File: config.mk
export PLATFORM = sky130hd
export DESIGN_NAME = idu_addressing_unit
export DESIGN_NICKNAME = d
export VERILOG_FILES = /design/src/core/idu_pkg.sv /design/src/core/idu_addressing_unit.sv
export SDC_FILE = /design/constraint.sdc
export NUM_CORES = 1
export LEC_CHECK = 0
export BUFFER_PORTS_ARGS = -buffer_cell sky130_fd_sc_hd__buf_2
export CAP_MARGIN = 20
export CORE_ASPECT_RATIO = 0.7
export CORE_MARGIN = 8
export CORE_UTILIZATION = 60
export DETAILED_ROUTE_END_ITERATION = 10
export PLACE_DENSITY = 0.88
export SYNTH_ARGS = -nofsm -noshare
export SYNTH_HDL_FRONTEND = slang
export SYNTH_SLANG_ARGS = --single-unit
File: constraint.sdc
create_clock -name CLK_IN -period 8.1 [get_ports CLK_IN]
set_input_delay 1.215 -clock CLK_IN [delete_from_list [all_inputs] [get_ports CLK_IN]]
set_output_delay 1.215 -clock CLK_IN [all_outputs]
set_load 0.01 [all_outputs]
File: src/core/idu_pkg.sv
// ****************************************************************
// Shared constants and types for the indirect addressing unit
// ****************************************************************
package idu_pkg;

	// Data widths
	localparam int IDU_DATA_W = 8;
	localparam int IDU_PTR_W = 12;
	localparam int IDU_HIGH_W = 4;
	localparam int IDU_BANK_W = 4;
	localparam int IDU_NUM_PTR = 3;
	localparam int IDU_BUS_AW = 8;

	// Register offsets inside one pointer group (byte addresses)
	localparam logic [7:0] IDU_OFF_PLAIN = 8'h00;
	localparam logic [7:0] IDU_OFF_POST_INCREMENT_PORT = 8'h04;
	localparam logic [7:0] IDU_OFF_POST_DECREMENT_PORT = 8'h08;
	localparam logic [7:0] IDU_OFF_PRE_INCREMENT_PORT = 8'h0C;
	localparam logic [7:0] IDU_OFF_OFFSET = 8'h10;
	localparam logic [7:0] IDU_OFF_PTR_LOW = 8'h14;
	localparam logic [7:0] IDU_OFF_PTR_HIGH = 8'h18;
	// Group base of pointer n is n times this stride
	localparam logic [7:0] IDU_GROUP_STRIDE = 8'h20;
	localparam logic [7:0] IDU_GROUP_MASK = 8'h1F;
	// Shared registers
	localparam logic [7:0] IDU_OFF_WORKING = 8'h60;
	localparam logic [7:0] IDU_OFF_BANK = 8'h64;

	// Reset values
	localparam logic [IDU_PTR_W-1:0] IDU_PTR_RESET = 12'h000;
	localparam logic [IDU_DATA_W-1:0] IDU_WORKING_RESET = 8'h00;
	localparam logic [IDU_BANK_W-1:0] IDU_BANK_RESET = 4'h0;

	// Kind of register an address selects
	typedef enum logic [3:0] {
		KIND_PLAIN,
		KIND_POST_INCREMENT_PORT,
		KIND_POST_DECREMENT_PORT,
		KIND_PRE_INCREMENT_PORT,
		KIND_OFFSET,
		KIND_PTR_LOW,
		KIND_PTR_HIGH,
		KIND_WORKING,
		KIND_BANK,
		KIND_NONE
	} idu_kind_t;

	// Access sequencer states
	typedef enum logic [1:0] {
		ST_IDLE,
		ST_ISSUE,
		ST_CAPTURE,
		ST_DONE
	} idu_state_t;

	// Kind of register at a byte address
	function automatic idu_kind_t idu_decode_kind(input logic [IDU_BUS_AW-1:0] addr);
		logic [7:0] low;
		idu_kind_t kind;
		low = addr & IDU_GROUP_MASK;
		kind = KIND_NONE;
		if (addr == IDU_OFF_WORKING)
			kind = KIND_WORKING;
		else if (addr == IDU_OFF_BANK)
			kind = KIND_BANK;
		else if (addr < IDU_OFF_WORKING)
		begin
			unique case (low)
				IDU_OFF_PLAIN: kind = KIND_PLAIN;
				IDU_OFF_POST_INCREMENT_PORT: kind = KIND_POST_INCREMENT_PORT;
				IDU_OFF_POST_DECREMENT_PORT: kind = KIND_POST_DECREMENT_PORT;
				IDU_OFF_PRE_INCREMENT_PORT: kind = KIND_PRE_INCREMENT_PORT;
				IDU_OFF_OFFSET: kind = KIND_OFFSET;
				IDU_OFF_PTR_LOW: kind = KIND_PTR_LOW;
				IDU_OFF_PTR_HIGH: kind = KIND_PTR_HIGH;
				default: kind = KIND_NONE;
			endcase
		end
		return kind;
	endfunction

	// Pointer index at a byte address
	function automatic logic [1:0] idu_decode_sel(input logic [IDU_BUS_AW-1:0] addr);
		return addr[6:5];
	endfunction

	// True for the five virtual access ports
	function automatic logic idu_is_port(input idu_kind_t kind);
		return (kind == KIND_PLAIN) || (kind == KIND_POST_INCREMENT_PORT) || (kind == KIND_POST_DECREMENT_PORT)
			|| (kind == KIND_PRE_INCREMENT_PORT) || (kind == KIND_OFFSET);
	endfunction

endpackage

File: src/core/idu_addressing_unit.sv
// Summary of operation
// RQ1: Plain port addresses memory at the pointer and leaves the pointer unchanged.
// RQ2: Post-increment port addresses memory at the pointer, then adds one to it.
// RQ3: Post-decrement port addresses memory at the pointer, then subtracts one.
// RQ4: Pre-increment port adds one to the pointer, then addresses the new value.
// RQ5: Unimplemented upper bits of pointer high bytes and bank select read zero.
// RQ6: Offset port addresses pointer plus signed working value, pointer unchanged.
//
// Register access over Avalon-MM and the register addresses were left to the implementer.
`timescale 1ns/10ps
`default_nettype none

module idu_addressing_unit
	import idu_pkg::*;
#(
	parameter int NUM_PTR = IDU_NUM_PTR
)
(
	input wire logic CLK_IN,
	input wire logic SRST_IN,
	input wire logic [IDU_BUS_AW-1:0] AVS_ADDRESS_IN,
	input wire logic AVS_READ_IN,
	input wire logic AVS_WRITE_IN,
	input wire logic [31:0] AVS_WRITEDATA_IN,
	input wire logic [3:0] AVS_BYTEENABLE_IN,
	output logic [31:0] AVS_READDATA_OUT,
	output logic AVS_WAITREQUEST_OUT,
	output logic [IDU_PTR_W-1:0] DMEM_ADDR_OUT,
	output logic DMEM_RD_OUT,
	output logic DMEM_WR_OUT,
	output logic [IDU_DATA_W-1:0] DMEM_WDATA_OUT,
	input wire logic [IDU_DATA_W-1:0] DMEM_RDATA_IN
);

	// ****************************************************************
	// Elaboration checks
	// ****************************************************************
	// Address decode has room for at most three pointer groups
	if (NUM_PTR < 1 || NUM_PTR > IDU_NUM_PTR)
	begin : g_bad_num_ptr
		$error("NUM_PTR must lie between 1 and 3");
	end

	// ****************************************************************
	// State
	// ****************************************************************
	idu_state_t state_reg;
	idu_state_t state_next;
	logic [IDU_PTR_W-1:0] ptr_reg [NUM_PTR];
	logic [IDU_DATA_W-1:0] working_reg;
	logic [IDU_BANK_W-1:0] bank_reg;
	idu_kind_t op_kind_reg;
	logic [1:0] op_sel_reg;
	logic [IDU_PTR_W-1:0] op_base_reg;
	logic [31:0] readdata_reg;

	// Request decode, straight from the bus
	logic req;
	idu_kind_t req_kind;
	logic [1:0] req_sel;
	logic req_sel_ok;
	logic [IDU_PTR_W-1:0] cur_ptr;
	logic [IDU_PTR_W-1:0] mem_addr_next;
	logic [IDU_PTR_W-1:0] ptr_after;
	logic [IDU_PTR_W-1:0] w_offset;
	logic port_start;
	logic [31:0] reg_rdata;

	assign req = AVS_READ_IN || AVS_WRITE_IN;
	assign req_sel = idu_decode_sel(AVS_ADDRESS_IN);
	assign req_sel_ok = 32'(req_sel) < NUM_PTR;
	// Pointer groups beyond NUM_PTR act as unmapped space
	assign req_kind = (idu_is_port(idu_decode_kind(AVS_ADDRESS_IN))
		|| idu_decode_kind(AVS_ADDRESS_IN) == KIND_PTR_LOW
		|| idu_decode_kind(AVS_ADDRESS_IN) == KIND_PTR_HIGH) && !req_sel_ok
		? KIND_NONE : idu_decode_kind(AVS_ADDRESS_IN);
	assign cur_ptr = req_sel_ok ? ptr_reg[req_sel] : IDU_PTR_RESET;
	// Working value taken as a signed byte
	assign w_offset = {{(IDU_PTR_W-IDU_DATA_W){working_reg[IDU_DATA_W-1]}}, working_reg};
	assign port_start = (state_reg == ST_IDLE) && req && idu_is_port(req_kind);

	// ****************************************************************
	// Address and pointer arithmetic
	// ****************************************************************
	// Effective address and new pointer value of a port access
	always_comb
	begin
		mem_addr_next = cur_ptr;
		ptr_after = cur_ptr;
		unique case (req_kind)
			// RQ1: pointer as address
			KIND_PLAIN:
			begin
				mem_addr_next = cur_ptr;
				ptr_after = cur_ptr;
			end
			// RQ2: old address, then plus one
			KIND_POST_INCREMENT_PORT:
			begin
				mem_addr_next = cur_ptr;
				ptr_after = cur_ptr + 12'h001;
			end
			// RQ3: old address, then minus one
			KIND_POST_DECREMENT_PORT:
			begin
				mem_addr_next = cur_ptr;
				ptr_after = cur_ptr - 12'h001;
			end
			// RQ4: plus one before use
			KIND_PRE_INCREMENT_PORT:
			begin
				mem_addr_next = cur_ptr + 12'h001;
				ptr_after = cur_ptr + 12'h001;
			end
			// RQ6: signed working offset
			KIND_OFFSET:
			begin
				mem_addr_next = cur_ptr + w_offset;
				ptr_after = cur_ptr;
			end
			default:
			begin
				mem_addr_next = cur_ptr;
				ptr_after = cur_ptr;
			end
		endcase
	end

	// Read value of a plain register
	always_comb
	begin
		reg_rdata = 32'h0000_0000;
		unique case (req_kind)
			KIND_PTR_LOW: reg_rdata[IDU_DATA_W-1:0] = cur_ptr[IDU_DATA_W-1:0];
			// RQ5: upper nibble reads zero
			KIND_PTR_HIGH: reg_rdata[IDU_HIGH_W-1:0] = cur_ptr[IDU_PTR_W-1:IDU_DATA_W];
			KIND_WORKING: reg_rdata[IDU_DATA_W-1:0] = working_reg;
			// RQ5: bank select is four bits
			KIND_BANK: reg_rdata[IDU_BANK_W-1:0] = bank_reg;
			default: reg_rdata = 32'h0000_0000;
		endcase
	end

	// ****************************************************************
	// Access sequencer
	// ****************************************************************
	// Register accesses answer after one wait cycle, port accesses after three
	always_comb
	begin
		state_next = state_reg;
		unique case (state_reg)
			ST_IDLE:
			begin
				if (port_start)
					state_next = ST_ISSUE;
				else if (req)
					state_next = ST_DONE;
			end
			ST_ISSUE: state_next = ST_CAPTURE;
			ST_CAPTURE: state_next = ST_DONE;
			ST_DONE: state_next = ST_IDLE;
		endcase
	end

	always_ff @(posedge CLK_IN)
	begin
		if (SRST_IN)
			state_reg <= ST_IDLE;
		else
			state_reg <= state_next;
	end

	// Waitrequest drops only in the answer cycle
	assign AVS_WAITREQUEST_OUT = !(state_reg == ST_DONE);

	// Operation record, held for the whole access
	always_ff @(posedge CLK_IN)
	begin
		if (SRST_IN)
		begin
			op_kind_reg <= KIND_NONE;
			op_sel_reg <= 2'h0;
			op_base_reg <= IDU_PTR_RESET;
		end
		else if (state_reg == ST_IDLE && req)
		begin
			op_kind_reg <= req_kind;
			op_sel_reg <= req_sel;
			op_base_reg <= cur_ptr;
		end
	end

	// ****************************************************************
	// Pointers, working and bank registers
	// ****************************************************************
	// Side effects of a port land at the issue edge; bus writes at the answer edge
	always_ff @(posedge CLK_IN)
	begin
		if (SRST_IN)
		begin
			for (int i = 0; i < NUM_PTR; i++)
				ptr_reg[i] <= IDU_PTR_RESET;
		end
		else if (port_start)
			ptr_reg[req_sel] <= ptr_after;
		else if (state_reg == ST_DONE && AVS_WRITE_IN && AVS_BYTEENABLE_IN[0])
		begin
			if (op_kind_reg == KIND_PTR_LOW)
				ptr_reg[op_sel_reg][IDU_DATA_W-1:0] <= AVS_WRITEDATA_IN[IDU_DATA_W-1:0];
			// RQ5: only low nibble kept
			else if (op_kind_reg == KIND_PTR_HIGH)
				ptr_reg[op_sel_reg][IDU_PTR_W-1:IDU_DATA_W] <= AVS_WRITEDATA_IN[IDU_HIGH_W-1:0];
		end
	end

	// Working register steers the offset port
	always_ff @(posedge CLK_IN)
	begin
		if (SRST_IN)
			working_reg <= IDU_WORKING_RESET;
		else if (state_reg == ST_DONE && AVS_WRITE_IN && AVS_BYTEENABLE_IN[0]
			&& op_kind_reg == KIND_WORKING)
			working_reg <= AVS_WRITEDATA_IN[IDU_DATA_W-1:0];
	end

	// Bank select, four bits kept
	always_ff @(posedge CLK_IN)
	begin
		if (SRST_IN)
			bank_reg <= IDU_BANK_RESET;
		else if (state_reg == ST_DONE && AVS_WRITE_IN && AVS_BYTEENABLE_IN[0]
			&& op_kind_reg == KIND_BANK)
			bank_reg <= AVS_WRITEDATA_IN[IDU_BANK_W-1:0];
	end

	// ****************************************************************
	// Data memory side
	// ****************************************************************
	// One-cycle strobes; memory answers reads on the following edge
	always_ff @(posedge CLK_IN)
	begin
		if (SRST_IN)
		begin
			DMEM_ADDR_OUT <= IDU_PTR_RESET;
			DMEM_RD_OUT <= 1'b0;
			DMEM_WR_OUT <= 1'b0;
			DMEM_WDATA_OUT <= 8'h00;
		end
		else
		begin
			DMEM_RD_OUT <= port_start && AVS_READ_IN;
			// A write with lane 0 off still walks the pointer but stores nothing
			DMEM_WR_OUT <= port_start && AVS_WRITE_IN && AVS_BYTEENABLE_IN[0];
			if (port_start)
			begin
				DMEM_ADDR_OUT <= mem_addr_next;
				DMEM_WDATA_OUT <= AVS_WRITEDATA_IN[IDU_DATA_W-1:0];
			end
		end
	end

	// Read data, zero above the byte
	always_ff @(posedge CLK_IN)
	begin
		if (SRST_IN)
			readdata_reg <= 32'h0000_0000;
		else if (state_reg == ST_IDLE && req && !port_start)
			readdata_reg <= reg_rdata;
		else if (state_reg == ST_CAPTURE)
			readdata_reg <= {24'h00_0000, DMEM_RDATA_IN};
	end

	assign AVS_READDATA_OUT = readdata_reg;

	logic [IDU_PTR_W-1:0] op_ptr_now;
	assign op_ptr_now = ptr_reg[op_sel_reg];
endmodule

`default_nettype wire

# Word-level counts from Yosys, hierarchy flattened
# Memory sizes are Yosys's and may differ from the RTL's.
# Cells that the tools add are included.
word_totals:
  latchBits: 0
  word_cells: 116
  input_bits: 56
  n_memories: 1
  rom_bits: 0
  ramBits: 36
  reg_bits: 50
memory_table:
  columns: ["name", "depth", "width", "read_ports", "rd_ports_with_merged_regs", "wr", "line", "source"]
  rows:
  - ["ptr_reg", 3, 12, 1, 0, 3, "idu_addressing_unit.sv:49", "logic [IDU_PTR_W-1:0] ptr_reg [NUM_PTR];"]
classes:
  n_div: 0
  shifts: 0
  muxes: 37
  n_eq_ne: 30
  magnitude_cmp: 2
  n_addsub: 3
  multipliers: 0
  reduce_logical: 33
  n_bitwise: 0
ops:
  columns: ["operator", "n"]
  rows:
  - ["one-hot mux 12 bit (2 select lines)", 2]
  - ["equality test 4 x 3 -> 1 bit, second input constant", 10]
  - ["2-to-1 mux 12 bit", 3]
  - ["one-hot mux 4 bit (7 select lines)", 1]
  - ["OR reduction 12 bit", 2]
  - ["2-to-1 mux 1 bit", 17]
  - ["equality test 4 x 2 -> 1 bit, second input constant", 4]
  - ["equality test 8 x 7 -> 1 bit, second input constant", 2]
  - ["2-to-1 mux 4 bit", 4]
  - ["2-to-1 mux 8 bit", 2]
  - ["one-hot mux 4 bit (4 select lines)", 1]
  - ["equality test 5 bit, second input constant", 3]
  - ["adder 12 x 1 -> 12 bit, second input constant", 1]
  - ["adder 12 bit", 1]
  - ["subtractor 12 x 1 -> 12 bit, second input constant", 1]
  - ["logical AND 1 bit", 11]
  - ["logical OR 1 bit", 11]
  - ["equality test 5 x 4 -> 1 bit, second input constant", 2]
  - ["2-to-1 mux 2 bit", 5]
  - ["equality test 4 x 1 -> 1 bit, second input constant", 2]
  - ["equality test 4 bit, second input constant", 2]
  - ["zero test 4 bit", 2]
  - ["zero test 8 bit", 1]
  - ["< comparator 8 x 7 -> 1 bit, second input constant", 1]
  - ["11 further kinds", 14]

# Longest topological paths before layout
# Gate-level depths: netlist of the first run.
depth:
  word_depth: 26
  ltp_mapped: 14
  depth_no_buf: 12

# Worst setup path before layout of the first run
# No wires, ideal clock.
synth_path:
  path_type: "input -> register"
  from: "input port AVS_ADDRESS_IN[5]"
  to: "register DMEM_ADDR_OUT[10]"
  required_time_ns: 8.014
  t_arrival_ns: 3.804
  setup_ns: 0.086
  stages: 14
  setup_slack_ns: 4.211
  cell_sequence: "buf_6 buf_4 mux2i_1 a2bb2oi_2 inv_1 ha_1 fa_1 a211oi_1 o21ai_0 a31oi_1 o21ai_0 xor2_1 nand2_1 a211oi_1"
synth_via:
  elab_chain_len: 19
  elab_cells_between_ends: 38
synth_rtl:
  columns: ["item", "line", "source"]
  rows:
  - ["from (decl)", "idu_addressing_unit.sv:21", "input wire logic [IDU_BUS_AW-1:0] AVS_ADDRESS_IN,"]
  - ["< comparator 8 x 7 -> 1 bit", "idu_pkg.sv:66", "else if (addr < IDU_OFF_WORKING)"]
  - ["2-to-1 mux 4 bit", "idu_pkg.sv:66", null]
  - ["2-to-1 mux 4 bit", "idu_pkg.sv:64", "else if (addr == IDU_OFF_BANK)"]
  - ["2-to-1 mux 4 bit", "idu_pkg.sv:62", "if (addr == IDU_OFF_WORKING)"]
  - ["equality test 4 x 1 -> 1 bit or zero test 4 bit (tied branches)", "idu_pkg.sv:89", "return (kind == KIND_PLAIN) || (kind == KIND_POST_INCREMENT_PORT) || (kind == KIND_POST_DECREMENT_PORT)"]
  - ["logical OR 1 bit (2 in a row)", "idu_pkg.sv:89", null]
  - ["logical OR 1 bit (2 in a row)", "idu_pkg.sv:90", "|| (kind == KIND_PRE_INCREMENT_PORT) || (kind == KIND_OFFSET);"]
  - ["logical OR 1 bit", "idu_addressing_unit.sv:74", "|| idu_decode_kind(AVS_ADDRESS_IN) == KIND_PTR_LOW"]
  - ["logical OR 1 bit", "idu_addressing_unit.sv:75", "|| idu_decode_kind(AVS_ADDRESS_IN) == KIND_PTR_HIGH) && !req_sel_ok"]
  - ["logical AND 1 bit", "idu_addressing_unit.sv:75", null]
  - ["2-to-1 mux 4 bit", "idu_addressing_unit.sv:76", "? KIND_NONE : idu_decode_kind(AVS_ADDRESS_IN);"]
  - ["equality test 4 x 1 -> 1 bit or zero test 4 bit (tied branches)", "idu_pkg.sv:89", null]
  - ["logical OR 1 bit (2 in a row)", "idu_pkg.sv:89", null]
  - ["logical OR 1 bit (2 in a row)", "idu_pkg.sv:90", null]
  - ["logical AND 1 bit", "idu_addressing_unit.sv:80", "assign port_start = (state_reg == ST_IDLE) && req && idu_is_port(req_kind);"]
  - ["to (signal assigned)", "idu_addressing_unit.sv:256", "DMEM_ADDR_OUT <= mem_addr_next;"]
  - ["to (decl)", "idu_addressing_unit.sv:28", "output logic [IDU_PTR_W-1:0] DMEM_ADDR_OUT,"]
# Several ways; a longest one is shown, not always the timed one.
# A chain may end at the register's enable or synchronous reset.

# Worst setup path after layout of the first run
# Ends and elaborated chain as after synthesis.

==> results of run 1 <==
per-stage QoR:
stage                     std cells  setup slack [ns]  hold WS [ns]
after global placement          854              3.17         0.441
after global routing            871              3.19         0.481
after floorplan                 718              4.21         0.456
after CTS                       870              3.41         0.462
after detailed placement        854              3.06         0.451
final                           871              3.45         0.462
layout make-up:
type,instances,area share
clock buffers,9,0.0334
clock inverters,7,0.0106
inverters,26,0.0147
multi-input cells,541,0.526
flip-flops and latches,93,0.340
well taps,132,0.0245
repair buffers,63,0.0509
critical path: stages:
cell and delay [ns]:
buf_2 0.61, nor2b_1 0.43, a2bb2oi_2 0.43, inv_1 0.17, ha_1 0.25, fa_1 0.43
a211oi_1 0.32, o21ai_0 0.16, a31oi_1 0.28, o21ai_0 0.17, xor2_1 0.16, nand2_1 0.07
a211oi_1 0.21
cell usage in the layout (no fill, tap or decap), types with 11 or more instances in the layout:
| cell | netlist | routed |
|---|---|---|
| a21oi_1 | 31 | 31 |
| edfxtp_1 | 43 | 43 |
| nand2_1 | 65 | 65 |
| nor3_1 | 25 | 25 |
| nand2b_1 | 11 | 11 |
| mux2i_1 | 42 | 42 |
| o21ai_0 | 28 | 28 |
| nand3_1 | 17 | 17 |
| a211oi_1 | 23 | 23 |
| nand3b_1 | 11 | 11 |
| inv_1 | 22 | 22 |
| nor2_1 | 92 | 92 |
| conb_1 | 1 | 24 |
| buf_2 | 9 | 59 |
| ha_1 | 16 | 16 |
| dfxtp_1 | 50 | 50 |
| xnor2_1 | 12 | 12 |
worst paths after layout:
check	from	endpoint	slack (ns)	cells after the start
max reg2reg	state_reg[0]$_SDFFE_PP0P_	ptr_reg[2][0]$_SDFFCE_PN0P_	4.18	11
max	AVS_ADDRESS_IN[5]	DMEM_ADDR_OUT[10]$_SDFFE_PP0N_	3.45	13
min	DMEM_WDATA_OUT[4]$_SDFFE_PP0N_	DMEM_WDATA_OUT[4]$_SDFFE_PP0N_	0.46	2
min reg2reg	DMEM_WDATA_OUT[4]$_SDFFE_PP0N_	DMEM_WDATA_OUT[4]$_SDFFE_PP0N_	0.46	2
Yosys cell counts, drive strengths merged, types with 11 or more instances:
cell,number
clkbuf,14
nor2,94
nand3,18
o21ai,32
a21oi,32
buf,44
nand2b,11
nand2,69
xnor2,12
dfxtp,50
ha,16
nor3,27
edfxtp,43
nand3b,11
inv,25
mux2i,43
a211oi,24
metal layers:
layer  part of all wire  GRT usage  vias up  wire length [µm]
met4              0.019     0.0848        0               344
met1               0.42      0.359     2692              7520
met5                  0          0        -                 0
li1                   -          -     2580                 -
met2               0.44      0.381      318              7810
met3               0.12     0.0783       39              2210
kinds of logic after synthesis:
kind of cell | after synthesis | share of synthesized area
simple gates | 278 | 0.231
compound gates | 161 | 0.189
flops | 93 | 0.368
buf+inv | 84 | 0.0756
mux | 46 | 0.0784
fa+ha+maj | 17 | 0.0354
xor+xnor | 15 | 0.0211
other cells | 1 | 0.000603
where the power goes:
part	switching, mW	internal [mW]
logic	0.175	0.100
registers	0.0228	0.524
clock network	0.209	0.218
total	0.407	0.842
==> results_dict.tcl, run 1 <==
set metrics [dict create \
    status "finished clean" \
    yosysTopAreaCell "edfxtp_1" \
    clock_skew_ns 0.00997 \
    ys_seq_area_frac 0.368 \
    slew_headroom 0.222 \
    grt_pass1_vias 5326 \
    fin_crit_ns 4.65 \
    hold_viol 0 \
    placed_area_mm2 0.00642 \
    grt_overflow 0 \
    worstMarginPinSlew_ns 1.16 \
    critPathMaxFanout 36 \
    cp.required_ns 8.37 \
    final_area_mm2 0.00674 \
    cellLeakagePower_nw 2.78 \
    drt-total-wl_um 17900 \
    clk_latency_ns 0.35 \
    drc 0 \
    syn_area_mm2 0.00622 \
    worst-setup-path-type "input port to flop" \
    dpl.hpwl_um 13300 \
    max_freq_mhz 215 \
    grt_pass1_wl_um 28100 \
    cts_hold_buf 0 \
    clockBufferDepth 2 \
    die_w_um 138 \
    hp-class "flop to flop" \
    avgSynthCellArea_um2 8.95 \
    nNetsFinal 807 \
    coreArea_mm2 0.0102 \
    largest_reg_flops 43 \
    cp-end-kind "flop" \
    synth-seq-cells 93 \
    maxCapViolCount 0 \
    yosysTopAreaCellShare 0.208 \
    ant_nets 0 \
    finalCritPeriodShare 0.574 \
    finalMaxSlewViolations 0 \
    wire_per_inst_um 20.5 \
    cts_root_buf "clkbuf_16" \
    die_area_mm2 0.0139 \
    cts_sinks 93 \
    gp_congestion 0.988 \
    grt_max_degree 60 \
    first_pass_iters 5 \
    fin_tns_setup_ns 0 \
    synthCells 695 \
    htree_levels 3 \
    antenna_cells 0 \
    setup_violations 0 \
    power_density_mw_per_mm2 185 \
    cp.arrival_ns 4.92 \
    cts_buffers 9 \
    clk_pin_slew_ns 0.08 \
    rows 31 \
    cts_setup_buffers 0 \
    design_power_total_mw 1.25 \
    yosysWarnings 0 \
    ir_drop_mv 0.0903 \
    detailedRoute.firstIterationViolations 680 \
    via_per_inst 6.46 \
    final_layout_size_suffix_gt1_frac 0.169 \
    track_usage 0.260 \
    cts_tree "done" \
    ios 111 \
    seq_area_mm2 0.00229 \
    synth_area_leaders "edfxtp_1, dfxtp_1, mux2i_1" \
    initial_core_util 0.610 \
    synth_top_flop_cell "dfxtp_1" \
    antenna_found_initial 0 \
    syn_to_final_growth_pct 8.35 \
    fillers 851 \
    dieHeight_um 101 \
    route.vias.total 5629 \
    ys_types 85 \
    cts_resized 0 \
    fin_util 0.661 \
    port_buffers 59 \
    rsz0062_at_grt "no" \
    synth_edf_count 43 \
    start_kind "input port" \
    synth-async-reset-ratio 0 \
    multi_input_area_mm2 0.00354 \
]
Power figures use the tool's default switching activity.
==> run 2, diff against run 1 <==
--- a/config.mk
+++ b/config.mk
@@ -9,9 +9,9 @@
 export CAP_MARGIN = 20
 export CORE_ASPECT_RATIO = 0.7
 export CORE_MARGIN = 8
-export CORE_UTILIZATION = 60
+export CORE_UTILIZATION = 51
 export DETAILED_ROUTE_END_ITERATION = 10
-export PLACE_DENSITY = 0.88
+export PLACE_DENSITY = 0.8
 export SYNTH_ARGS = -nofsm -noshare
 export SYNTH_HDL_FRONTEND = slang
 export SYNTH_SLANG_ARGS = --single-unit
==> constraint.sdc (replaced) <==
create_clock -name CLK_IN -period 4 [get_ports CLK_IN]
set_input_delay 0.6 -clock CLK_IN [delete_from_list [all_inputs] [get_ports CLK_IN]]
set_output_delay 0.6 -clock CLK_IN [all_outputs]
set_load 0.01 [all_outputs]
==> results_dict.tcl, run 2 (same netlist as run 1, synthesis figures left out) <==
set metrics [dict create \
    status "finished clean" \
    routed-wl-met2_um 8270 \
    port_buffers 59 \
    holdPathStages 2 \
    final_layout_size_suffix_gt1_frac 0.189 \
    cts_setup_buffers 0 \
    pwr-share-comb 0.227 \
    start_kind "input port" \
    cts_root_buf "clkbuf_16" \
    cellLeakagePower_nw 2.86 \
    design_power_total_mw 2.53 \
    worstMarginPinSlew_ns 0.725 \
    nNetsFinal 825 \
    clock_skew_ns 0.0109 \
    die_area_mm2 0.0160 \
    hold_viol 0 \
    cts_buffers 9 \
    whs_ns 0.463 \
    antenna_cells 0 \
    final_area_mm2 0.00688 \
    internal_power_mw 1.71 \
    drc 0 \
    fin_crit_ns 3.28 \
    worstRegToRegCells 11 \
    netSwitchingPower_mw 0.813 \
    rows 33 \
    fillers 1084 \
    cts_sinks 93 \
    clk_latency_ns 0.35 \
    ant_nets 0 \
    post-place-cells 898 \
    setup_violations 0 \
    cp.arrival_ns 3.55 \
    cts_resized 0 \
    cp.required_ns 4.27 \
    clockBufferDepth 2 \
    htree_levels 3 \
    grt_overflow 0 \
    ir_drop_mv 0.237 \
    final_common_cell "nor2_1" \
    seqPwrFrac 0.438 \
    wire_per_inst_um 20.4 \
    finalCritPeriodShare 0.821 \
    clk_pin_slew_ns 0.08 \
    cp-end-kind "flop" \
    clkPwrFrac 0.335 \
    power_density_mw_per_mm2 367 \
    largest_reg_flops 43 \
    initial_core_util 0.527 \
    critPathMaxFanout 13 \
    max_freq_mhz 305 \
    track_usage 0.230 \
    slew_headroom 0.515 \
    grt_pass1_vias 5426 \
    drt-total-wl_um 18700 \
    antenna_found_initial 0 \
    placed_area_mm2 0.00659 \
    layout_common_cells "nor2_1, nand2_1, buf_2" \
    route.vias.total 5601 \
    rsz0062_at_grt "no" \
    gp_congestion 0.941 \
    grt_max_degree 40 \
    cts_tree "done" \
    top_layer_used "met4" \
    dieHeight_um 108 \
    p_sw_frac 0.322 \
    hp-class "flop to flop" \
    fin_tns_setup_ns 0 \
    finalMaxSlewViolations 0 \
    coreArea_mm2 0.0118 \
    grt_pass1_wl_um 29300 \
    die_w_um 148 \
    first_pass_iters 6 \
    via_per_inst 6.13 \
    maxCapViolCount 0 \
    met1_length_um 8170 \
    worst-setup-path-type "input port to flop" \
    r2r_setup_slack_ns 0.91 \
    dpl.hpwl_um 14400 \
    detailedRoute.firstIterationViolations 730 \
    routed-wl-met3_um 1930 \
    syn_to_final_growth_pct 10.6 \
    finalNonFillerCells 914 \
    ios 111 \
    cts_hold_buf 0 \
]
-- run 2: cell count changes in the layout (fill, tap and decap cells not counted), sizes merged --
cell    before  now
clkbuf      10    9
buf         62   81
-- run 2: power groups by stage --
| stage | Sequential [mW] | Combinational, mW | Clock (mW) |
|---|---|---|---|
| detailed placement | 1.13 | 0.563 | 0 |
| floorplan | 1.13 | 0.384 | 0 |
| CTS | 1.11 | 0.565 | 0.847 |
| global route | 1.12 | 0.626 | 0.883 |
| finish | 1.11 | 0.574 | 0.845 |
| global placement | 1.12 | 0.542 | 0 |
-- run 2: critical path: stages --
cell and delay (ns):
buf_2 0.26, mux2i_1 0.27, a2bb2oi_2 0.37, inv_1 0.19, fa_1 0.49, a211oi_1 0.31
o21ai_0 0.18, a31oi_1 0.30, o21ai_0 0.17, xor2_1 0.15, nand2_1 0.06, a211oi_1 0.20
-- run 2: per-stage QoR --
stage,setup WS [ns],utilization
global placement,0.441,0.558
floorplan,0.726,-
global route,0.470,0.583
CTS,0.789,0.583
finish,0.716,0.583
detailed placement,0.448,0.558
-- run 2: path summary, 6_finish.rpt --
kind,end,from
setup reg to reg,DMEM_ADDR_OUT[10]$_SDFFE_PP0N_,ptr_reg[1][1]$_SDFFCE_PN0P_
setup / recovery,DMEM_ADDR_OUT[10]$_SDFFE_PP0N_,AVS_ADDRESS_IN[5]
hold reg to reg,DMEM_WDATA_OUT[5]$_SDFFE_PP0N_,DMEM_WDATA_OUT[5]$_SDFFE_PP0N_
hold / removal,DMEM_WDATA_OUT[5]$_SDFFE_PP0N_,DMEM_WDATA_OUT[5]$_SDFFE_PP0N_
-- run 2: metal layers --
layer,vias to the layer above,global-route usage
met1,2681,0.316
met2,274,0.358
met4,0,0.0587
met3,34,0.0559
met5,-,0
li1,2612,-
-- run 2: cell type report --
cell class              count  area [µm²]  share of cell area
inverters                  26        98.8              0.0144
repair buffers             81         460              0.0669
clock buffers               9         225              0.0327
multi-input cells         541        3540               0.515
well taps                 157         196              0.0285
flip-flops and latches     93        2290               0.333
clock inverters             7        65.1             0.00945
==> run 3, diff against run 2 <==
--- a/config.mk
+++ b/config.mk
@@ -5,6 +5,7 @@
 export SDC_FILE = /design/constraint.sdc
 export NUM_CORES = 1
 export LEC_CHECK = 0
+export ABC_AREA = 1
 export BUFFER_PORTS_ARGS = -buffer_cell sky130_fd_sc_hd__buf_2
 export CAP_MARGIN = 20
 export CORE_ASPECT_RATIO = 0.7
==> constraint.sdc (replaced) <==
create_clock -name CLK_IN -period 2.95 [get_ports CLK_IN]
set_input_delay 0.4425 -clock CLK_IN [delete_from_list [all_inputs] [get_ports CLK_IN]]
set_output_delay 0.4425 -clock CLK_IN [all_outputs]
set_load 0.01 [all_outputs]
==> results_dict.tcl, run 3 <==
set metrics [dict create \
    grt_max_degree 30 \
    syn_to_final_growth_pct 16.6 \
    cp.arrival_ns 3.02 \
    synth_simple_gate_area_frac 0.321 \
    largest_reg_flops 43 \
    die_w_um 148 \
    drc 0 \
    finalNonFillerCells 1158 \
    fin_crit_ns 2.72 \
    synth_top_flop_cell "dfxtp_1" \
    worst-setup-path-type "input port to flop" \
    fillers 1087 \
    start_kind "input port" \
    synth_area_leaders "edfxtp_1, dfxtp_1, nand2_1" \
    whs_ns 0.316 \
    synth_compound_area_frac 0.150 \
    cts_sinks 93 \
    cts_hold_buf 0 \
    ys_seq_area_frac 0.368 \
    synthMuxAreaShare 0 \
    clk_pin_slew_ns 0.08 \
    antenna_found_initial 0 \
    grt_overflow 0 \
    wire_per_inst_um 16.4 \
    route.vias.total 6398 \
    ios 111 \
    cellLeakagePower_nw 3.50 \
    port_buffers 59 \
    htree_levels 3 \
    coreArea_mm2 0.0118 \
    synth-async-reset-ratio 0 \
    post-place-cells 1142 \
    grt_pass1_vias 5731 \
    drt-total-wl_um 18900 \
    netlist_top_cells_count "nand2_1, inv_1, nor2_1" \
    die_area_mm2 0.0161 \
    final_common_cell "nand2_1" \
    yosysTopAreaCellShare 0.207 \
    clk_latency_ns 0.36 \
    final_layout_size_suffix_gt1_frac 0.175 \
    detailedRoute.firstIterationViolations 743 \
    initial_core_util 0.527 \
    worstRegToRegCells 13 \
    min_from "AVS_BYTEENABLE_IN[0]" \
    synth_adder_area_share 0.0354 \
    avgSynthCellArea_um2 7.00 \
    cts_root_buf "clkbuf_16" \
    clockBufferDepth 2 \
    ys_types 46 \
    via_per_inst 5.53 \
    antenna_cells 0 \
    finalCritPeriodShare 0.923 \
    max_freq_mhz 367 \
    hold_viol 0 \
    cp-end-kind "flop" \
    hp-class "input port to flop" \
    clock_skew_ns 0.0138 \
    ir_drop_mv 0.319 \
    dieHeight_um 108 \
    finalMaxSlewViolations 0 \
    rows 33 \
    synthCells 890 \
    power_density_mw_per_mm2 495 \
    cts_buffers 9 \
    layout_common_cells "nand2_1, inv_1, nor2_1" \
    grt_pass1_wl_um 30000 \
    holdPathStages 3 \
    gp_congestion 1.00 \
    maxCapViolCount 0 \
    cp.required_ns 3.25 \
    ant_nets 0 \
    track_usage 0.237 \
    synth_edf_count 43 \
    rr_startpoint "ptr_reg[3][4]$_DFFE_PP_" \
    synth_top_family_by_area "simple AND/OR/NAND/NOR gates" \
    rsz0062_at_grt "no" \
    setup_violations 0 \
    synth-seq-cells 93 \
    synthXorXnorAreaFrac 0.00703 \
    yosysTopAreaCell "edfxtp_1" \
    nNetsFinal 1069 \
    cts_tree "done" \
    startpoint "AVS_ADDRESS_IN[5]" \
    critPathMaxFanout 12 \
    status "finished clean" \
    first_pass_iters 6 \
    syn_area_mm2 0.00623 \
    yosysWarnings 0 \
    synth.most_common_cell "nand2_1" \
    dpl.hpwl_um 14700 \
]
run 3: cell types whose count changed in the layout (fill, tap and decap cells not counted), sizes merged, moves of 30 or more:
cell,previous run,this run
o21ai,32,81
nand3,18,90
nand2,69,227
mux2i,43,0
inv,30,113
a21oi,32,62
buf,81,119
run 3: worst paths after layout:
check	slack, ns	to
worst min register to register	0.48	AVS_READDATA_OUT[3]$_SDFFE_PP0P_
worst max-delay path	0.23	DMEM_ADDR_OUT[10]$_SDFFE_PP0N_
worst max register to register	0.34	DMEM_ADDR_OUT[7]$_SDFFE_PP0N_
worst min-delay path	0.32	DMEM_WR_OUT$_SDFF_PP0_
run 3: critical path: stages:
cell	delay, ns
buf_2	0.13
clkinvlp_4	0.22
buf_4	0.26
nand2_1	0.07
nand3_1	0.10
nand3_1	0.20
inv_1	0.09
ha_1	0.41
inv_1	0.10
nor3_1	0.25
o21ai_0	0.13
nand4_1	0.12
nor2_1	0.06
o211ai_1	0.28
nand2_1	0.09
inv_1	0.06
run 3: power breakdown:
group	leakage [nW]	switching (mW)	internal, mW
combinational	2.50	0.563	0.294
clock	0.156	0.559	0.678
sequential	0.842	0.0520	1.45
total	3.50	1.17	2.42
run 3: per-layer routing:
layer | track usage | vias to the layer above | wire [µm]
met2 | 0.328 | 355 | 7620
li1 | - | 3115 | -
met1 | 0.336 | 2894 | 8420
met4 | 0.0725 | 0 | 400
met3 | 0.0855 | 34 | 2510
met5 | 0 | - | 0
run 3: metrics by stage:
| step | util | cell area (µm²) | total power [mW] | setup slack [ns] | setup TNS [ns] |
|---|---|---|---|---|---|
| global placement | 0.588 | 6950 | 2.35 | -0.106 | -0.141 |
| global route | 0.615 | 7260 | 3.76 | 0.00899 | 0 |
| CTS | 0.615 | 7260 | 3.59 | 0.244 | 0 |
| detailed placement | 0.588 | 6950 | 2.37 | -0.132 | -0.162 |
| finish | 0.615 | 7260 | 3.60 | 0.227 | 0 |
| floorplan | - | 6310 | 2.08 | 0.170 | 0 |
run 3: final cells by class:
cell class / count / area (µm²) / share of cell area
Clock buffer: 9 / 225 / 0.0310
Clock inverter: 7 / 87.6 / 0.0121
Tap cell: 157 / 196 / 0.0271
Multi-Input combinational cell: 661 / 3290 / 0.453
Timing Repair Buffer: 119 / 746 / 0.103
Inverter: 112 / 427 / 0.0588
Sequential cell: 93 / 2290 / 0.316
run 3: cells by family after synthesis:
family,count (synthesis)
simple gates,443
compound gates,172
buf+inv,159
flops,93
fa+ha+maj,17
xor+xnor,5
other cells,1
run 3: repair_timing:
| item | 4_1_cts | 5_1_grt |
|---|---|---|
| endpoints found under the setup margin | 0 | 1 |
| resized for setup | 0 | 1 |
| setup buffers | 0 | 0 |
